**src/logic/sscr_pkg.sv**
```systemverilog
/*
 * sscr_pkg: constants for the supply sequence configuration register bank.
 * Assumes a 250 MHz aclk; register indices are byte offsets divided by four.
 */
package sscr_pkg;

    // offsets are word indices; the byte address is four times the index
    localparam logic [7:0]  SSCR_IDX_OFS_CTRL  = 8'h10;
    localparam logic [7:0]  SSCR_IDX_BIAS_CTRL = 8'h11;
    localparam logic [7:0]  SSCR_IDX_AUX2_VOLT = 8'h14;
    localparam logic [7:0]  SSCR_IDX_SKIP_CTRL = 8'h16;
    localparam logic [7:0]  SSCR_IDX_USER_CFG  = 8'h17;
    localparam logic [7:0]  SSCR_IDX_SEQ_CTRL  = 8'h20;
    localparam logic [7:0]  SSCR_IDX_IRQ_STAT  = 8'h21;
    localparam logic [7:0]  SSCR_IDX_IRQ_MASK  = 8'h22;
    localparam int          SSCR_ADDR_W        = 10;

    localparam logic [7:0]  SSCR_RST_OFS_CTRL  = 8'hc0;
    localparam logic [7:0]  SSCR_RST_BIAS_CTRL = 8'h00;
    localparam logic [7:0]  SSCR_RST_AUX2_VOLT = 8'h00;
    localparam logic [7:0]  SSCR_RST_SKIP_CTRL = 8'h00;
    localparam logic [7:0]  SSCR_RST_USER_CFG  = 8'h02;

    localparam int          SSCR_TIME_LSB      = 5;
    localparam int          SSCR_CODE_MSB      = 4;
    localparam int          SSCR_SKIP_MSB      = 4;
    localparam logic [2:0]  SSCR_BIAS_BYPASS   = 3'h0;

    // 1 ms tick from the 250 MHz clock
    localparam int          SSCR_CLK_MHZ       = 250;
    localparam int          SSCR_MS_US         = 1000;
    localparam int          SSCR_CYC_PER_MS    = SSCR_CLK_MHZ * SSCR_MS_US;

    // sticky status bits
    localparam int          SSCR_IRQ_OFS_DONE  = 0;
    localparam int          SSCR_IRQ_BIAS_DONE = 1;
    localparam int          SSCR_IRQ_W         = 2;

    localparam logic [1:0]  SSCR_RESP_OKAY     = 2'h0;
    localparam logic [1:0]  SSCR_RESP_SLVERR   = 2'h2;

    typedef enum logic [1:0]
    {
        SSCR_ST_IDLE = 2'b00,
        SSCR_ST_OFS  = 2'b01,
        SSCR_ST_BIAS = 2'b11,
        SSCR_ST_DONE = 2'b10
    } sscr_state_t;

    // duration code to milliseconds
    function automatic logic [8:0] sscr_code_ms(input logic [2:0] code);
        logic [8:0] ms;
        ms = 9'h000;
        case (code)
            3'h0:    ms = 9'h001;
            3'h1:    ms = 9'h005;
            3'h2:    ms = 9'h00a;
            3'h3:    ms = 9'h014;
            3'h4:    ms = 9'h028;
            3'h5:    ms = 9'h050;
            3'h6:    ms = 9'h0a0;
            default: ms = 9'h140;
        endcase
        return ms;
    endfunction : sscr_code_ms

endpackage : sscr_pkg

```
**src/logic/sscr_ms_timer.sv**
```systemverilog
/*
 * sscr_ms_timer: counts a number of milliseconds after a start pulse.
 * Assumes aclk at the rate in sscr_pkg; start while busy restarts the count.
 */
`timescale 1ns/1ps
module sscr_ms_timer
    import sscr_pkg::*;
#(
    parameter int CYC_PER_MS = SSCR_CYC_PER_MS
)
(
    input  wire logic       aclk,
    input  wire logic       aresetn,
    input  wire logic       start,
    input  wire logic [8:0] ms_count,
    output logic            done
);

    logic [17:0] cyc_ff;
    logic [8:0]  ms_ff;
    logic        busy_ff;
    logic        done_ff;

    always_ff @(posedge aclk)
    begin
        if (!aresetn)
        begin
            cyc_ff  <= 18'h00000;
            ms_ff   <= 9'h000;
            busy_ff <= 1'b0;
            done_ff <= 1'b0;
        end
        else
        begin
            done_ff <= 1'b0;
            if (start)
            begin
                cyc_ff  <= 18'h00000;
                ms_ff   <= ms_count;
                busy_ff <= 1'b1;
            end
            else if (busy_ff)
            begin
                if (cyc_ff == 18'(CYC_PER_MS - 1))
                begin
                    cyc_ff <= 18'h00000;
                    if (ms_ff <= 9'h001)
                    begin
                        busy_ff <= 1'b0;
                        done_ff <= 1'b1;
                    end
                    else
                    begin
                        ms_ff <= ms_ff - 9'h001;
                    end
                end
                else
                begin
                    cyc_ff <= cyc_ff + 18'h00001;
                end
            end
        end
    end

    assign done = done_ff;

endmodule : sscr_ms_timer

```
**src/logic/sscr_top.sv**
```systemverilog
/*
 * sscr_top: supply sequence configuration registers behind an AXI4-Lite slave,
 * with a small sequencing timer that applies the duration codes.
 * Assumes a single 250 MHz clock and a master that keeps one write and one read open.
 */
// Register access over AXI4-Lite was chosen for this implementation.
// How it works
// - offset-state time code in bits 7:5, codes map 1 to 320 ms, reset 110.
// - low-supply and undervoltage codes are separate 5-bit fields in bits 4:0.
// - bias-state time code in bits 7:5; code 000 bypasses the bias state.
// - bias/undervoltage register resets to zero and is read/write.
// - auxiliary converter 2 voltage is an 8-bit code.
// - auxiliary converter voltage register resets to zero, read/write.
// - five skip-mode enable bits, reset zero, one enables.
// - writes to skip register bits 7:5 have no effect.
// - user configuration register is read/write and resets to 02.
// - offset/low-supply register is read/write and resets to c0.
`timescale 1ns/1ps
module sscr_top
    import sscr_pkg::*;
#(
    parameter int CYC_PER_MS = SSCR_CYC_PER_MS
)
(
    input  wire logic                   aclk,
    input  wire logic                   aresetn,
    input  wire logic [SSCR_ADDR_W-1:0] s_axi_awaddr,
    input  wire logic                   s_axi_awvalid,
    output logic                        s_axi_awready,
    input  wire logic [31:0]            s_axi_wdata,
    input  wire logic [3:0]             s_axi_wstrb,
    input  wire logic                   s_axi_wvalid,
    output logic                        s_axi_wready,
    output logic [1:0]                  s_axi_bresp,
    output logic                        s_axi_bvalid,
    input  wire logic                   s_axi_bready,
    input  wire logic [SSCR_ADDR_W-1:0] s_axi_araddr,
    input  wire logic                   s_axi_arvalid,
    output logic                        s_axi_arready,
    output logic [31:0]                 s_axi_rdata,
    output logic [1:0]                  s_axi_rresp,
    output logic                        s_axi_rvalid,
    input  wire logic                   s_axi_rready,
    output logic [2:0]                  offset_state_time_code,
    output logic [4:0]                  low_supply_threshold_code,
    output logic [2:0]                  bias_state_time_code,
    output logic [4:0]                  undervoltage_threshold_code,
    output logic [7:0]                  aux2_converter_voltage_code,
    output logic                        aux3_converter_skip,
    output logic                        aux1_converter_skip,
    output logic                        aux2_converter_skip,
    output logic                        display_supply_converter_1_skip,
    output logic                        display_supply_converter_2_skip,
    output logic [7:0]                  user_configuration,
    output logic                        offset_supply_en,
    output logic                        bias_supply_en,
    output logic                        seq_done,
    output logic                        irq
);

    logic [7:0]              offset_time_and_low_supply_ctrl_ff;
    logic [7:0]              bias_time_and_undervoltage_ctrl_ff;
    logic [7:0]              aux2_converter_voltage_ff;
    logic [SSCR_SKIP_MSB:0]  converter_skip_ctrl_ff;
    logic [7:0]              user_configuration_ff;
    logic                    seq_start_ff;
    logic [SSCR_IRQ_W-1:0]   irq_stat_ff;
    logic [SSCR_IRQ_W-1:0]   irq_mask_ff;
    logic [SSCR_ADDR_W-1:0]  awaddr_ff;
    logic                    aw_held_ff;
    logic [31:0]             wdata_ff;
    logic [3:0]              wstrb_ff;
    logic                    w_held_ff;
    logic                    bvalid_ff;
    logic [1:0]              bresp_ff;
    logic                    rvalid_ff;
    logic [31:0]             rdata_ff;
    logic [1:0]              rresp_ff;
    sscr_state_t             state_ff;
    sscr_state_t             nxt_state;
    logic                    tmr_start;
    logic [8:0]              tmr_ms;
    logic                    tmr_done;
    logic                    wr_fire;
    logic [7:0]              wr_idx;
    logic                    wr_lane0;
    logic [SSCR_IRQ_W-1:0]   irq_set;
    logic [7:0]              rd_idx;
    logic [7:0]              rd_byte;
    logic                    rd_hit;

    // write channel: address and data latched independently, either order
    assign s_axi_awready = !aw_held_ff && !bvalid_ff;
    assign s_axi_wready  = !w_held_ff && !bvalid_ff;
    assign wr_fire       = aw_held_ff && w_held_ff && !bvalid_ff;
    assign wr_idx        = awaddr_ff[SSCR_ADDR_W-1:2];
    assign wr_lane0      = wr_fire && wstrb_ff[0];

    always_ff @(posedge aclk)
    begin
        if (!aresetn)
        begin
            aw_held_ff <= 1'b0;
            w_held_ff  <= 1'b0;
            awaddr_ff  <= '0;
            wdata_ff   <= 32'h00000000;
            wstrb_ff   <= 4'h0;
            bvalid_ff  <= 1'b0;
            bresp_ff   <= SSCR_RESP_OKAY;
        end
        else
        begin
            if (s_axi_awvalid && s_axi_awready)
            begin
                aw_held_ff <= 1'b1;
                awaddr_ff  <= s_axi_awaddr;
            end
            if (s_axi_wvalid && s_axi_wready)
            begin
                w_held_ff <= 1'b1;
                wdata_ff  <= s_axi_wdata;
                wstrb_ff  <= s_axi_wstrb;
            end
            if (wr_fire)
            begin
                aw_held_ff <= 1'b0;
                w_held_ff  <= 1'b0;
                bvalid_ff  <= 1'b1;
                bresp_ff   <= (wr_idx == SSCR_IDX_OFS_CTRL || wr_idx == SSCR_IDX_BIAS_CTRL ||
                               wr_idx == SSCR_IDX_AUX2_VOLT || wr_idx == SSCR_IDX_SKIP_CTRL ||
                               wr_idx == SSCR_IDX_USER_CFG || wr_idx == SSCR_IDX_SEQ_CTRL ||
                               wr_idx == SSCR_IDX_IRQ_STAT || wr_idx == SSCR_IDX_IRQ_MASK)
                              ? SSCR_RESP_OKAY : SSCR_RESP_SLVERR;
            end
            else if (bvalid_ff && s_axi_bready)
            begin
                bvalid_ff <= 1'b0;
            end
        end
    end

    assign s_axi_bvalid = bvalid_ff;
    assign s_axi_bresp  = bresp_ff;

    // configuration registers; only byte lane 0 carries data
    always_ff @(posedge aclk)
    begin
        if (!aresetn)
        begin
            offset_time_and_low_supply_ctrl_ff <= SSCR_RST_OFS_CTRL;
            bias_time_and_undervoltage_ctrl_ff <= SSCR_RST_BIAS_CTRL;
            aux2_converter_voltage_ff          <= SSCR_RST_AUX2_VOLT;
            converter_skip_ctrl_ff             <= SSCR_RST_SKIP_CTRL[SSCR_SKIP_MSB:0];
            user_configuration_ff              <= SSCR_RST_USER_CFG;
            irq_mask_ff                        <= '0;
        end
        else if (wr_lane0)
        begin
            case (wr_idx)
                SSCR_IDX_OFS_CTRL:  offset_time_and_low_supply_ctrl_ff <= wdata_ff[7:0];
                SSCR_IDX_BIAS_CTRL: bias_time_and_undervoltage_ctrl_ff <= wdata_ff[7:0];
                SSCR_IDX_AUX2_VOLT: aux2_converter_voltage_ff <= wdata_ff[7:0];
                SSCR_IDX_SKIP_CTRL: converter_skip_ctrl_ff <= wdata_ff[SSCR_SKIP_MSB:0];
                SSCR_IDX_USER_CFG:  user_configuration_ff <= wdata_ff[7:0];
                SSCR_IDX_IRQ_MASK:  irq_mask_ff <= wdata_ff[SSCR_IRQ_W-1:0];
                default:            irq_mask_ff <= irq_mask_ff;
            endcase
        end
    end

    // start is a self-clearing command bit
    always_ff @(posedge aclk)
    begin
        if (!aresetn)
            seq_start_ff <= 1'b0;
        else
            seq_start_ff <= wr_lane0 && wr_idx == SSCR_IDX_SEQ_CTRL && wdata_ff[0];
    end

    // sticky status; a new event wins over a write-one clear
    always_ff @(posedge aclk)
    begin
        if (!aresetn)
            irq_stat_ff <= '0;
        else if (wr_lane0 && wr_idx == SSCR_IDX_IRQ_STAT)
            irq_stat_ff <= (irq_stat_ff & ~wdata_ff[SSCR_IRQ_W-1:0]) | irq_set;
        else
            irq_stat_ff <= irq_stat_ff | irq_set;
    end

    assign irq = |(irq_stat_ff & irq_mask_ff);

    // field views
    assign offset_state_time_code          = offset_time_and_low_supply_ctrl_ff[7:SSCR_TIME_LSB];
    assign low_supply_threshold_code       = offset_time_and_low_supply_ctrl_ff[SSCR_CODE_MSB:0];
    assign bias_state_time_code            = bias_time_and_undervoltage_ctrl_ff[7:SSCR_TIME_LSB];
    assign undervoltage_threshold_code     = bias_time_and_undervoltage_ctrl_ff[SSCR_CODE_MSB:0];
    assign aux2_converter_voltage_code     = aux2_converter_voltage_ff;
    assign aux3_converter_skip             = converter_skip_ctrl_ff[4];
    assign aux1_converter_skip             = converter_skip_ctrl_ff[3];
    assign aux2_converter_skip             = converter_skip_ctrl_ff[2];
    assign display_supply_converter_1_skip = converter_skip_ctrl_ff[1];
    assign display_supply_converter_2_skip = converter_skip_ctrl_ff[0];
    assign user_configuration              = user_configuration_ff;

    // sequencer: offset state, then bias state unless bypassed
    always_comb
    begin
        nxt_state = state_ff;
        tmr_start = 1'b0;
        tmr_ms    = sscr_code_ms(offset_state_time_code);
        irq_set   = '0;
        case (state_ff)
            SSCR_ST_IDLE, SSCR_ST_DONE:
            begin
                if (seq_start_ff)
                begin
                    nxt_state = SSCR_ST_OFS;
                    tmr_start = 1'b1;
                end
            end
            SSCR_ST_OFS:
            begin
                if (tmr_done)
                begin
                    irq_set[SSCR_IRQ_OFS_DONE] = 1'b1;
                    if (bias_state_time_code == SSCR_BIAS_BYPASS)
                    begin
                        nxt_state = SSCR_ST_DONE;
                    end
                    else
                    begin
                        nxt_state = SSCR_ST_BIAS;
                        tmr_start = 1'b1;
                        tmr_ms    = sscr_code_ms(bias_state_time_code);
                    end
                end
            end
            SSCR_ST_BIAS:
            begin
                if (tmr_done)
                begin
                    irq_set[SSCR_IRQ_BIAS_DONE] = 1'b1;
                    nxt_state = SSCR_ST_DONE;
                end
            end
            default: nxt_state = SSCR_ST_IDLE;
        endcase
    end

    always_ff @(posedge aclk)
    begin
        if (!aresetn)
            state_ff <= SSCR_ST_IDLE;
        else
            state_ff <= nxt_state;
    end

    sscr_ms_timer #(.CYC_PER_MS(CYC_PER_MS)) u_timer
    (
        .aclk     (aclk),
        .aresetn  (aresetn),
        .start    (tmr_start),
        .ms_count (tmr_ms),
        .done     (tmr_done)
    );

    assign offset_supply_en = state_ff != SSCR_ST_IDLE;
    assign bias_supply_en   = state_ff == SSCR_ST_BIAS || state_ff == SSCR_ST_DONE;
    assign seq_done         = state_ff == SSCR_ST_DONE;

    // read channel: one cycle from address to data
    assign s_axi_arready = !rvalid_ff;
    assign rd_idx        = s_axi_araddr[SSCR_ADDR_W-1:2];

    always_comb
    begin
        rd_hit  = 1'b1;
        rd_byte = 8'h00;
        case (rd_idx)
            SSCR_IDX_OFS_CTRL:  rd_byte = offset_time_and_low_supply_ctrl_ff;
            SSCR_IDX_BIAS_CTRL: rd_byte = bias_time_and_undervoltage_ctrl_ff;
            SSCR_IDX_AUX2_VOLT: rd_byte = aux2_converter_voltage_ff;
            SSCR_IDX_SKIP_CTRL: rd_byte = {3'h0, converter_skip_ctrl_ff};
            SSCR_IDX_USER_CFG:  rd_byte = user_configuration_ff;
            SSCR_IDX_SEQ_CTRL:  rd_byte = {6'h00, state_ff};
            SSCR_IDX_IRQ_STAT:  rd_byte = {6'h00, irq_stat_ff};
            SSCR_IDX_IRQ_MASK:  rd_byte = {6'h00, irq_mask_ff};
            default:            rd_hit  = 1'b0;
        endcase
    end

    always_ff @(posedge aclk)
    begin
        if (!aresetn)
        begin
            rvalid_ff <= 1'b0;
            rdata_ff  <= 32'h00000000;
            rresp_ff  <= SSCR_RESP_OKAY;
        end
        else if (s_axi_arvalid && s_axi_arready)
        begin
            rvalid_ff <= 1'b1;
            rdata_ff  <= {24'h000000, rd_byte};
            rresp_ff  <= rd_hit ? SSCR_RESP_OKAY : SSCR_RESP_SLVERR;
        end
        else if (rvalid_ff && s_axi_rready)
        begin
            rvalid_ff <= 1'b0;
        end
    end

    assign s_axi_rvalid = rvalid_ff;
    assign s_axi_rdata  = rdata_ff;
    assign s_axi_rresp  = rresp_ff;
endmodule : sscr_top

```
**config.mk**
```make
export PLATFORM = sky130hd
export DESIGN_NAME = sscr_top
export DESIGN_NICKNAME = d
export VERILOG_FILES = /design/src/logic/sscr_pkg.sv /design/src/logic/sscr_ms_timer.sv /design/src/logic/sscr_top.sv
export SDC_FILE = /design/constraint.sdc
export NUM_CORES = 1
export LEC_CHECK = 0
export BUFFER_PORTS_ARGS = -buffer_cell sky130_fd_sc_hd__buf_2
export CORE_AREA = 2 2 122 124
export DETAILED_ROUTE_END_ITERATION = 6
export DIE_AREA = 0 0 124 126
export SETUP_SLACK_MARGIN = 0.4
export SYNTH_ARGS = -nofsm -noshare
export SYNTH_HDL_FRONTEND = slang
export SYNTH_HIERARCHICAL = 1
export SYNTH_SLANG_ARGS = --single-unit
```
**constraint.sdc**
```tcl
create_clock -name aclk -period 2.1 [get_ports aclk]
set_input_delay 0.315 -clock aclk [delete_from_list [all_inputs] [get_ports aclk]]
set_output_delay 0.315 -clock aclk [all_outputs]
set_load 0.01 [all_outputs]
```
# --- Word-level counts from Yosys, hierarchy flattened ---
# Cells that the tools add are included.
totals:
  regBits: 108
  input_bits: 63
  out_inout_bits: 82
  elab_cells: 153
op_classes:
  add_sub_neg: 2
  magnitude_cmp: 1
  n_eq_ne: 36
  n_mux: 36
  bitwise_logic: 8
  n_reduce_logical: 47
ops:
  columns: ["cell", "n"]
  rows:
  - ["equality test 8 x 5 -> 1 bit (second input constant)", 10]
  - ["one-hot mux 8 bit (8 select lines)", 1]
  - ["two-way mux 9 bit", 7]
  - ["one-hot mux 9 bit (7 select lines)", 1]
  - ["one-hot mux 9 bit (6 select lines)", 1]
  - ["equality test 8 x 6 -> 1 bit (second input constant)", 6]
  - ["adder 18 x 1 -> 18 bit (second input constant)", 1]
  - ["equality test 18 bit (second input constant)", 1]
  - ["equality test 3 bit (second input constant)", 6]
  - ["two-way mux 18 bit", 1]
  - ["two-way mux 1 bit", 17]
  - ["logical AND 1 bit", 13]
  - ["equality test 3 x 2 -> 1 bit (second input constant)", 4]
  - ["two-way mux 2 bit", 6]
  - ["AND reduction 2 bit", 6]
  - ["nonzero test 2 bit", 5]
  - ["<= comparator 9 x 1 -> 1 bit (second input constant)", 1]
  - ["subtractor 9 x 1 -> 9 bit (second input constant)", 1]
  - ["logical OR 1 bit", 8]
  - ["OR reduction 2 bit", 4]
  - ["OR reduction 8 bit", 1]
  - ["equality test 3 x 1 -> 1 bit (second input constant)", 2]
  - ["logical NOT 3 bit", 2]
  - ["one-hot mux 2 bit (3 select lines)", 1]
  - ["other kinds (13)", 24]

# --- Longest topological paths before layout ---
# Gate-level depths: netlist (run 1).
logic_depth:
  depth_word: 9
  ltp_mapped: 9
  depth_no_buf: 8

# --- By module ---
# Netlist (run 1), hierarchy kept.
by_module_without_submodules:
  columns: ["mod", "n_inst", "cells_per_inst", "area_each_um2", "seq_area_each_um2"]
  rows:
  - ["sscr_top", 1, 481, 3802.4, 1501.4]
  - ["sscr_ms_timer", 1, 199, 1676.6, 580.6]

# --- Least setup slack after synthesis (run 1) ---
# Ideal clock, no wire load.
synth_timing:
  kind: "register -> register"
  startpoint: "register state_ff[0]"
  endpoint: "register u_timer.ms_ff[2]"
  setup_time_ns: 0.086
  arrival_ns: 1.749
  t_required_ns: 2.014
  path_slack_ns: 0.266
  path_stages_with_launch: 8
  path_buffers: 1
  period_less_slack_ns: 1.834
  cell_sequence: "dfxtp_1 clkbuf_1 nand3b_1 o22ai_1 inv_1 and3_1 and4_1 a211oi_1"
synth_between:
  elab_chain_cells: 5
  word_cells_on_any_way: 11
  cone_classes: "eq/ne (3); mux (3); reduce/logical (5)"
synth_lines:
  columns: ["element", "line_no", "source"]
  rows:
  - ["start, declared", "sscr_top.sv:79", "sscr_state_t state_ff;"]
  - ["start signal, assigned", "sscr_top.sv:256", "state_ff <= nxt_state;"]
  - ["equality test 2 bit / logical NOT 2 bit (equally long branches)", "sscr_top.sv:213", "case (state_ff)"]
  - ["OR reduction 2 bit", "sscr_top.sv:213", null]
  - ["one-hot mux 1 bit (2 select lines) (*)", "sscr_top.sv:213", null]
  - ["named net tmr_start", "sscr_top.sv:81", "logic tmr_start;"]
  - ["!= test 2 bit (no source line) / nonzero test 2 bit (equally long branches)", null, null]
  - ["AND reduction 3 bit (no source line)", null, null]
  - ["end signal, assigned", "sscr_ms_timer.sv:39", "ms_ff <= ms_count;"]
  - ["end signal, assigned", "sscr_ms_timer.sv:54", "ms_ff <= ms_ff - 9'h001;"]
  - ["end, declared", "sscr_ms_timer.sv:20", "logic [8:0] ms_ff;"]
# Mark *: on every way through the listed nets, which the timed path passes. The rest lies on a longest branch.
# A chain may end at the register's enable or synchronous reset.

# --- Worst setup path after layout (run 1) ---
layout_timing:
  startpoint: "register u_timer.cyc_ff[12]"
  endpoint: "register u_timer.ms_ff[5]"
layout_between:
  elab_chain_cells: 3
layout_lines:
  columns: ["element", "line_no", "source"]
  rows:
  - ["start, declared", "sscr_ms_timer.sv:19", "logic [17:0] cyc_ff;"]
  - ["start signal, assigned", "sscr_ms_timer.sv:59", "cyc_ff <= cyc_ff + 18'h00001;"]
  - ["equality test 18 bit", "sscr_ms_timer.sv:44", "if (cyc_ff == 18'(CYC_PER_MS - 1))"]
  - ["nonzero test 2 bit (no source line)", null, null]
  - ["AND reduction 3 bit (no source line)", null, null]
# No other way between the ends.

==> flow_summary.toml, run 1 <==
[routing]
dr.pass1.iters = 5
routed_via_density = 5.551
via_count = 5307
first_iter_violations = 435
final_antenna_net_count = 0
wirelength_um = 15750
drc = 0
wire_per_inst_um = 16.48

[sta]
period_minus_slack_ns = 1.733
relSlewSlack = 0.5801
rsz0062_at_grt = "true"
fin_crit_sh = 0.8251
finClkSkew_ns = 0.007663
maxSlewViolCount = 0
finalSetupTns_ns = 0
report.final.setup_viol = 0
worst_pin_slew_ns = 0.6298
whs_ns = 0.1327
hold_viol = 0
fmax_ghz = 0.5772

[global_route]
grt.total_usage = 0.1972
grt_max_degree = 60
grt.overflow.total = 0
grt_pass1_wl_um = 24380
grt_pass1_vias = 4832
antenna_found_initial = 0

[setup_path]
cp_cell_sequence = "nor4bb_4, buf_4, nand2_1, or4_1, a31oi_1"
cp-end-kind = "flip-flop"
worstSetupPathType = "reg -> reg"
r2r_slack_ns = 0.37
cp_data_required_time_ns = 2.38
critPathMaxStageDelay_ns = 0.52
worst_path_dominant_cell_family = "simple AND/OR/NAND/NOR gates"
worstPathArrival_ns = 2.01
cp_max_fo = 6
cp_slowest_cell = "or4_1"
start_kind = "flip-flop"
crit_buf_inv = 1

[power_and_ir_drop]
switching_power_mw = 1.030
ir_drop_v = 0.0004990
power_density_nw_per_um2 = 600.2
clkPwrFrac = 0.412
switching_share = 0.2609
p_int_mw = 2.917
p_comb_frac = 0.072
leakage_nw = 2.565
seqPwrFrac = 0.516

[clock_network]
clkLatencyLatePin_ns = 0.35
cts_buffer_depth = 2
cts_tree = "built"
cts_max_level = 3
path_clk_slew_ns = 0.07
clockRootBuffer = "clkbuf_16"
clock-sinks = 104
numCtsBuffers = 9

[logic_synthesis]
synth-edff-count = 0
async_flop_share = 0
syn_inst = 680
ys_seq_elements = 104
synth-seq-area-share = 0.3800
synthFlopType = "dfxtp_1"
yosysWarnings = 6
syn_area_um2 = 5479
synthDistinctLibCells = 66
synth.avg_cell_area_um2 = 8.057

[finish]
drive_above_1_share = 0.2500
final_nets = 833
layout_commonest_cell = "dfxtp_1"
most-common-layout-cells = "dfxtp_1, buf_2, a21oi_1, nand2_1"
final_area_um2 = 6575
n_antenna_cell = 0
n_fill_cell = 1448
area_delta_synth_final_pct = 20.00

[floorplanning]
start_util = 0.3828
die_h_um = 126
rows = 44
core_area_um2 = 14310
dieWidth_um = 124
die_area_um2 = 15620
ios = 145

[job]
max_cap_violations = 0

[placement]
placement.io_buffers = 87
dpl_cell_area_um2 = 6048
gp_congestion = 0.8567
hpwl_um = 11320

[outcome]
status = "finished, final reports clean"

[min_path]
hold_class = "in -> reg"
path summary, 6_finish.rpt:
| kind | startpoint | endpoint | cells after the start |
|---|---|---|---|
| max reg2reg | u_timer/cyc_ff[12] | u_timer/ms_ff[5] | 5 |
| min | s_axi_rready | s_axi_rvalid | 2 |
| min reg2reg | wstrb_ff[0] | wstrb_ff[0] | 2 |
| max | u_timer/cyc_ff[12] | u_timer/ms_ff[5] | 5 |
cells in the mapped netlist (7+ instances only):
cell type / n / area [um2]
dfxtp_1: 104 / 2082
a21oi_1: 60 / 300.3
nand2_1: 60 / 225.2
nand3_1: 51 / 255.2
o21ai_0: 50 / 250.2
nor2_1: 45 / 168.9
clkbuf_1: 32 / 120.1
buf_4: 27 / 202.7
inv_1: 17 / 63.81
mux2i_1: 15 / 150.1
buf_2: 12 / 60.06
nand4_1: 12 / 75.07
nor3_1: 12 / 60.06
o22ai_1: 12 / 75.07
a22o_1: 11 / 96.34
and2_1: 11 / 68.82
a22oi_1: 10 / 75.07
a31oi_1: 10 / 62.56
xor2_1: 9 / 78.83
and3_1: 8 / 50.05
nand3b_1: 7 / 52.55
cell families (layout without fill, tap and decap cells):
family,Yosys count,in the layout,share of synthesized area
buf+inv,94,161,0.08564
fa+ha+maj,3,3,0.006852
compound gates,188,188,0.2124
flops,104,104,0.3800
simple gates,256,256,0.2544
xor+xnor,14,14,0.02238
other cells,1,26,0.0006844
mux,20,20,0.03768
worst reg2reg max path, stage by stage (launching register included):
cell,delay (ns)
dfxtp_4,0.39
nor4bb_4,0.35
buf_4,0.19
nand2_1,0.07
or4_1,0.52
a31oi_1,0.14
sequential cells by signal, summed over array words and instances (netlist names), 2 cells and up:
name,flops
aux2_converter_voltage_code,8
awaddr_ff,8
bias_time_and_undervoltage_ctrl_ff,8
converter_skip_ctrl_ff,5
irq_mask_ff,2
irq_stat_ff,2
offset_time_and_low_supply_ctrl_ff,8
s_axi_rdata,8
state_ff,2
u_timer/cyc_ff,18
u_timer/ms_ff,9
user_configuration,8
wdata_ff,8
metrics by stage:
step / setup slack [ns] / instances / util / total power, mW
after global routing: 0.3154 / 956 / 0.4594 / 4.109
after detailed placement: 0.1596 / 927 / 0.4226 / 2.365
after CTS: 0.3738 / 948 / 0.4490 / 3.991
after floorplan: 0.3990 / 705 / - / 2.294
final: 0.3674 / 956 / 0.4594 / 3.947
after global placement: 0.1913 / 927 / 0.4226 / 2.355
power by group through the flow:
| stage | Sequential (mW) | Combinational [mW] | Clock (mW) |
|---|---|---|---|
| finish | 2.04 | 0.285 | 1.62 |
| global route | 2.04 | 0.316 | 1.75 |
| CTS | 2.04 | 0.275 | 1.68 |
| detailed placement | 2.09 | 0.274 | 0 |
| global placement | 2.09 | 0.267 | 0 |
| floorplan | 2.07 | 0.224 | 0 |
layout make-up:
class,count,area (um2),area share
clock buffer,10,229.0,0.03482
clock inverter,6,52.55,0.007992
inverter,18,67.56,0.01028
multi-input combinational,507,3127,0.4755
sequential,104,2118,0.3222
tap,184,230.2,0.03501
timing repair buffer,127,750.7,0.1142
layer usage:
layer,track usage,part of all wire,vias to the layer above
li1,-,-,2577
met1,0.2707,0.46,2521
met2,0.3009,0.45,181
met3,0.04303,0.063,28
met4,0.07733,0.025,0
met5,0,0,-
repair_timing:
| item | CTS | global route |
|---|---|---|
| resized for setup | 22 | 29 |
| buffers inserted | 5 | 6 |
| pin swaps | 7 | 7 |
| setup endpoints to repair | 15 | 58 |
| gates cloned | 0 | 2 |
| hold buffers | 0 | 0 |
No activity file was read; power rests on OpenSTA's default activity.
==> inputs of run 2 (changes only) <==
--- a/config.mk
+++ b/config.mk
@@ -5,10 +5,11 @@
 export SDC_FILE = /design/constraint.sdc
 export NUM_CORES = 1
 export LEC_CHECK = 0
+export ABC_AREA = 1
 export BUFFER_PORTS_ARGS = -buffer_cell sky130_fd_sc_hd__buf_2
-export CORE_AREA = 2 2 122 124
+export CORE_AREA = 2 2 121 123
 export DETAILED_ROUTE_END_ITERATION = 6
-export DIE_AREA = 0 0 124 126
+export DIE_AREA = 0 0 123 125
 export SETUP_SLACK_MARGIN = 0.4
 export SYNTH_ARGS = -nofsm -noshare
 export SYNTH_HDL_FRONTEND = slang
==> constraint.sdc (replaced) <==
create_clock -name aclk -period 1.5 [get_ports aclk]
set_input_delay 0.225 -clock aclk [delete_from_list [all_inputs] [get_ports aclk]]
set_output_delay 0.225 -clock aclk [all_outputs]
set_load 0.01 [all_outputs]
==> flow_summary.toml, run 2 <==
[power_and_ir_drop]
power_density_nw_per_um2 = 709.7
ir_drop_v = 0.0006892
leakage_nw = 3.812

[logic_synthesis]
synth-edff-count = 0
synth-compound-area-share = 0.1676
synthDistinctLibCells = 47
synth_fa_ha_area_frac = 0.006924
synth_top_family_by_area = "simple AND/OR/NAND/NOR gates"
syn_inst = 759
synth_xor_area_frac = 0.01454
yosysWarnings = 6
synthFlopType = "dfxtp_1"
synth.avg_cell_area_um2 = 7.143
synth_mux_area_frac = 0
ys_seq_elements = 104
synth-simple-area-share = 0.3118
synth_top_cell_by_area = "dfxtp_1"
synth.cells.most_frequent = "nand2_1, dfxtp_1, nor2_1"
yosysMostFrequentCell = "nand2_1"
yosys.area.top_type_share = 0.3840
synth-seq-area-share = 0.3840
async_flop_share = 0
synthTopCellsByArea = "dfxtp_1, nand2_1, nand3_1"
syn_area_um2 = 5421

[floorplanning]
dieWidth_um = 123
ios = 145
die_area_um2 = 15380
rows = 44
core_area_um2 = 14200
die_h_um = 125
start_util = 0.3817

[min_path]
min_from = "s_axi_wdata[5]"
hold_class = "in -> reg"

[setup_path]
critPathMaxStageDelay_ns = 0.36
cp_data_required_time_ns = 1.75
cp_cell_sequence = "nand2_4, nor2_4, o21ai_4, o211ai_1, inv_2, buf_6, nand3_1, nand2_1, nor2_1, nor2_1"
cp_slowest_cell = "dfxtp_2"
start_kind = "flip-flop"
cp_common_cell = "nor2_1"
cp_max_fo = 7
worst_path_dominant_cell_family = "simple AND/OR/NAND/NOR gates"
reg2reg_from = "state_ff[0]"
worstSetupPathType = "reg -> reg"
crit_buf_inv = 2
cp-end-kind = "flip-flop"
worstPathArrival_ns = 1.83
cp-startpoint = "state_ff[0]"
r2r_slack_ns = -0.07

[sta]
hold_viol = 0
finalSetupTns_ns = -0.3640
setup_ws_ns = -0.07189
fmax_ghz = 0.6362
maxSlewViolCount = 0
report.final.setup_viol = 14
fin_crit_sh = 1.048
period_minus_slack_ns = 1.572
rsz0062_at_grt = "true"
finClkSkew_ns = 0.007123
whs_ns = 0.1020

[finish]
most-common-layout-cells = "nand2_1, buf_2, nor2_1, buf_4, buf_6"
regMostFlops = "u_timer/cyc_ff"
final_nets = 1031
drive_above_1_share = 0.5371
n_antenna_cell = 0
largest_reg_flops = 18
area_delta_synth_final_pct = 59.27
layout_commonest_cell = "nand2_1"
fin_cells = 1154
final_area_um2 = 8635
reg_top3 = "u_timer/cyc_ff x18, u_timer/ms_ff x9"

[clock_network]
numCtsBuffers = 9
cts_max_level = 3
cts_tree = "built"
clock-sinks = 104
clkLatencyLatePin_ns = 0.35
path_clk_slew_ns = 0.08
cts_buffer_depth = 2
clockRootBuffer = "clkbuf_16"

[outcome]
violations = "setup timing"
status = "finished, violations left"

[global_route]
grt_pass1_vias = 5024
antenna_found_initial = 0
grt_pass1_wl_um = 25010
grt_max_degree = 49
grt.total_usage = 0.2031
grt.overflow.total = 0

[placement]
gp_congestion = 0.8651
dp_cells = 1053
hpwl_um = 10500
dpl_worst_slack_ns = -0.05325
dpl_cell_area_um2 = 6364
placement.io_buffers = 87

[routing]
drc = 0
final_antenna_net_count = 0
via_count = 5846
first_iter_violations = 307
routed_via_density = 5.066
wirelength_um = 17610
wire_per_inst_um = 15.26
dr.pass1.iters = 4

[job]
max_cap_violations = 0
==> run 2: changes by cell type after synthesis, moves of 9 or more <==
cell / before / now
a22o_1: 11 / 1
inv_1: 17 / 62
nand2_1: 60 / 125
and2_1: 11 / 0
nor2_2: 0 / 13
o22ai_1: 12 / 3
mux2i_1: 15 / 0
nor2_1: 45 / 99
o21ai_1: 0 / 14
nand3_1: 51 / 75
a22oi_1: 10 / 0
o21ai_0: 50 / 59
clkbuf_1: 32 / 10
==> run 2: cell type report <==
type / instances / area (um2)
Inverter: 78 / 344.1
Clock inverter: 6 / 58.81
Timing Repair inverter: 2 / 27.53
Clock buffer: 10 / 250.2
Timing Repair Buffer: 209 / 1793
Sequential cell: 104 / 2182
Multi-Input combinational cell: 561 / 3749
Fill cell: 1194 / 5569
Tap cell: 184 / 230.2
==> run 2: final timing paths <==
path	end	cells after the start
setup / recovery	u_timer/ms_ff[5]	10
hold / removal	wdata_ff[5]	3
setup reg to reg	u_timer/ms_ff[5]	10
hold reg to reg	s_axi_rdata[2]	2
==> run 2: cell families after synthesis <==
logic type,after synthesis
XOR/XNOR,9
AND/OR/NAND/NOR,354
other,1
flip-flops,104
buffers and inverters,125
adder cells (fa/ha/maj),3
AO/OA/AOI/OAI,163
==> run 2: per-layer routing <==
metal	up-vias	wire, um	GRT usage
met2	185	8898	0.3305
met4	0	370	0.05615
met1	2752	7431	0.2803
li1	2877	-	-
met5	-	0	0
met3	32	909	0.02874
==> run 2: through the flow <==
step | utilization | power [mW]
floorplan | - | 3.277
global placement | 0.4480 | 3.399
detailed placement | 0.4480 | 3.404
CTS | 0.5219 | 5.951
global route | 0.6079 | 6.358
finish | 0.6079 | 6.128
==> run 2: timing repair <==
item	in CTS	in global routing
gates resized for setup	164	209
pin swaps	36	89
endpoints found under the setup margin	118	133
buffers inserted	28	44
hold buffers	0	0
cloned	4	9
==> run 2: tightest hold or removal path, delay by kind of cell <==
kind                   cells  cell delay (ns)
buffers and inverters      1             0.09
and+or+nand+nor            1             0.06
AOI/OAI and AO/OA          1             0.05
==> run 2: where the power goes <==
group	leakage [nW]	switching [mW]	internal (mW)	total, mW
Clock	0.153	1.18	1.27	2.44
Combinational	2.79	0.491	0.328	0.819
Sequential	0.870	0.0660	2.80	2.87
Total	3.81	1.73	4.40	6.13
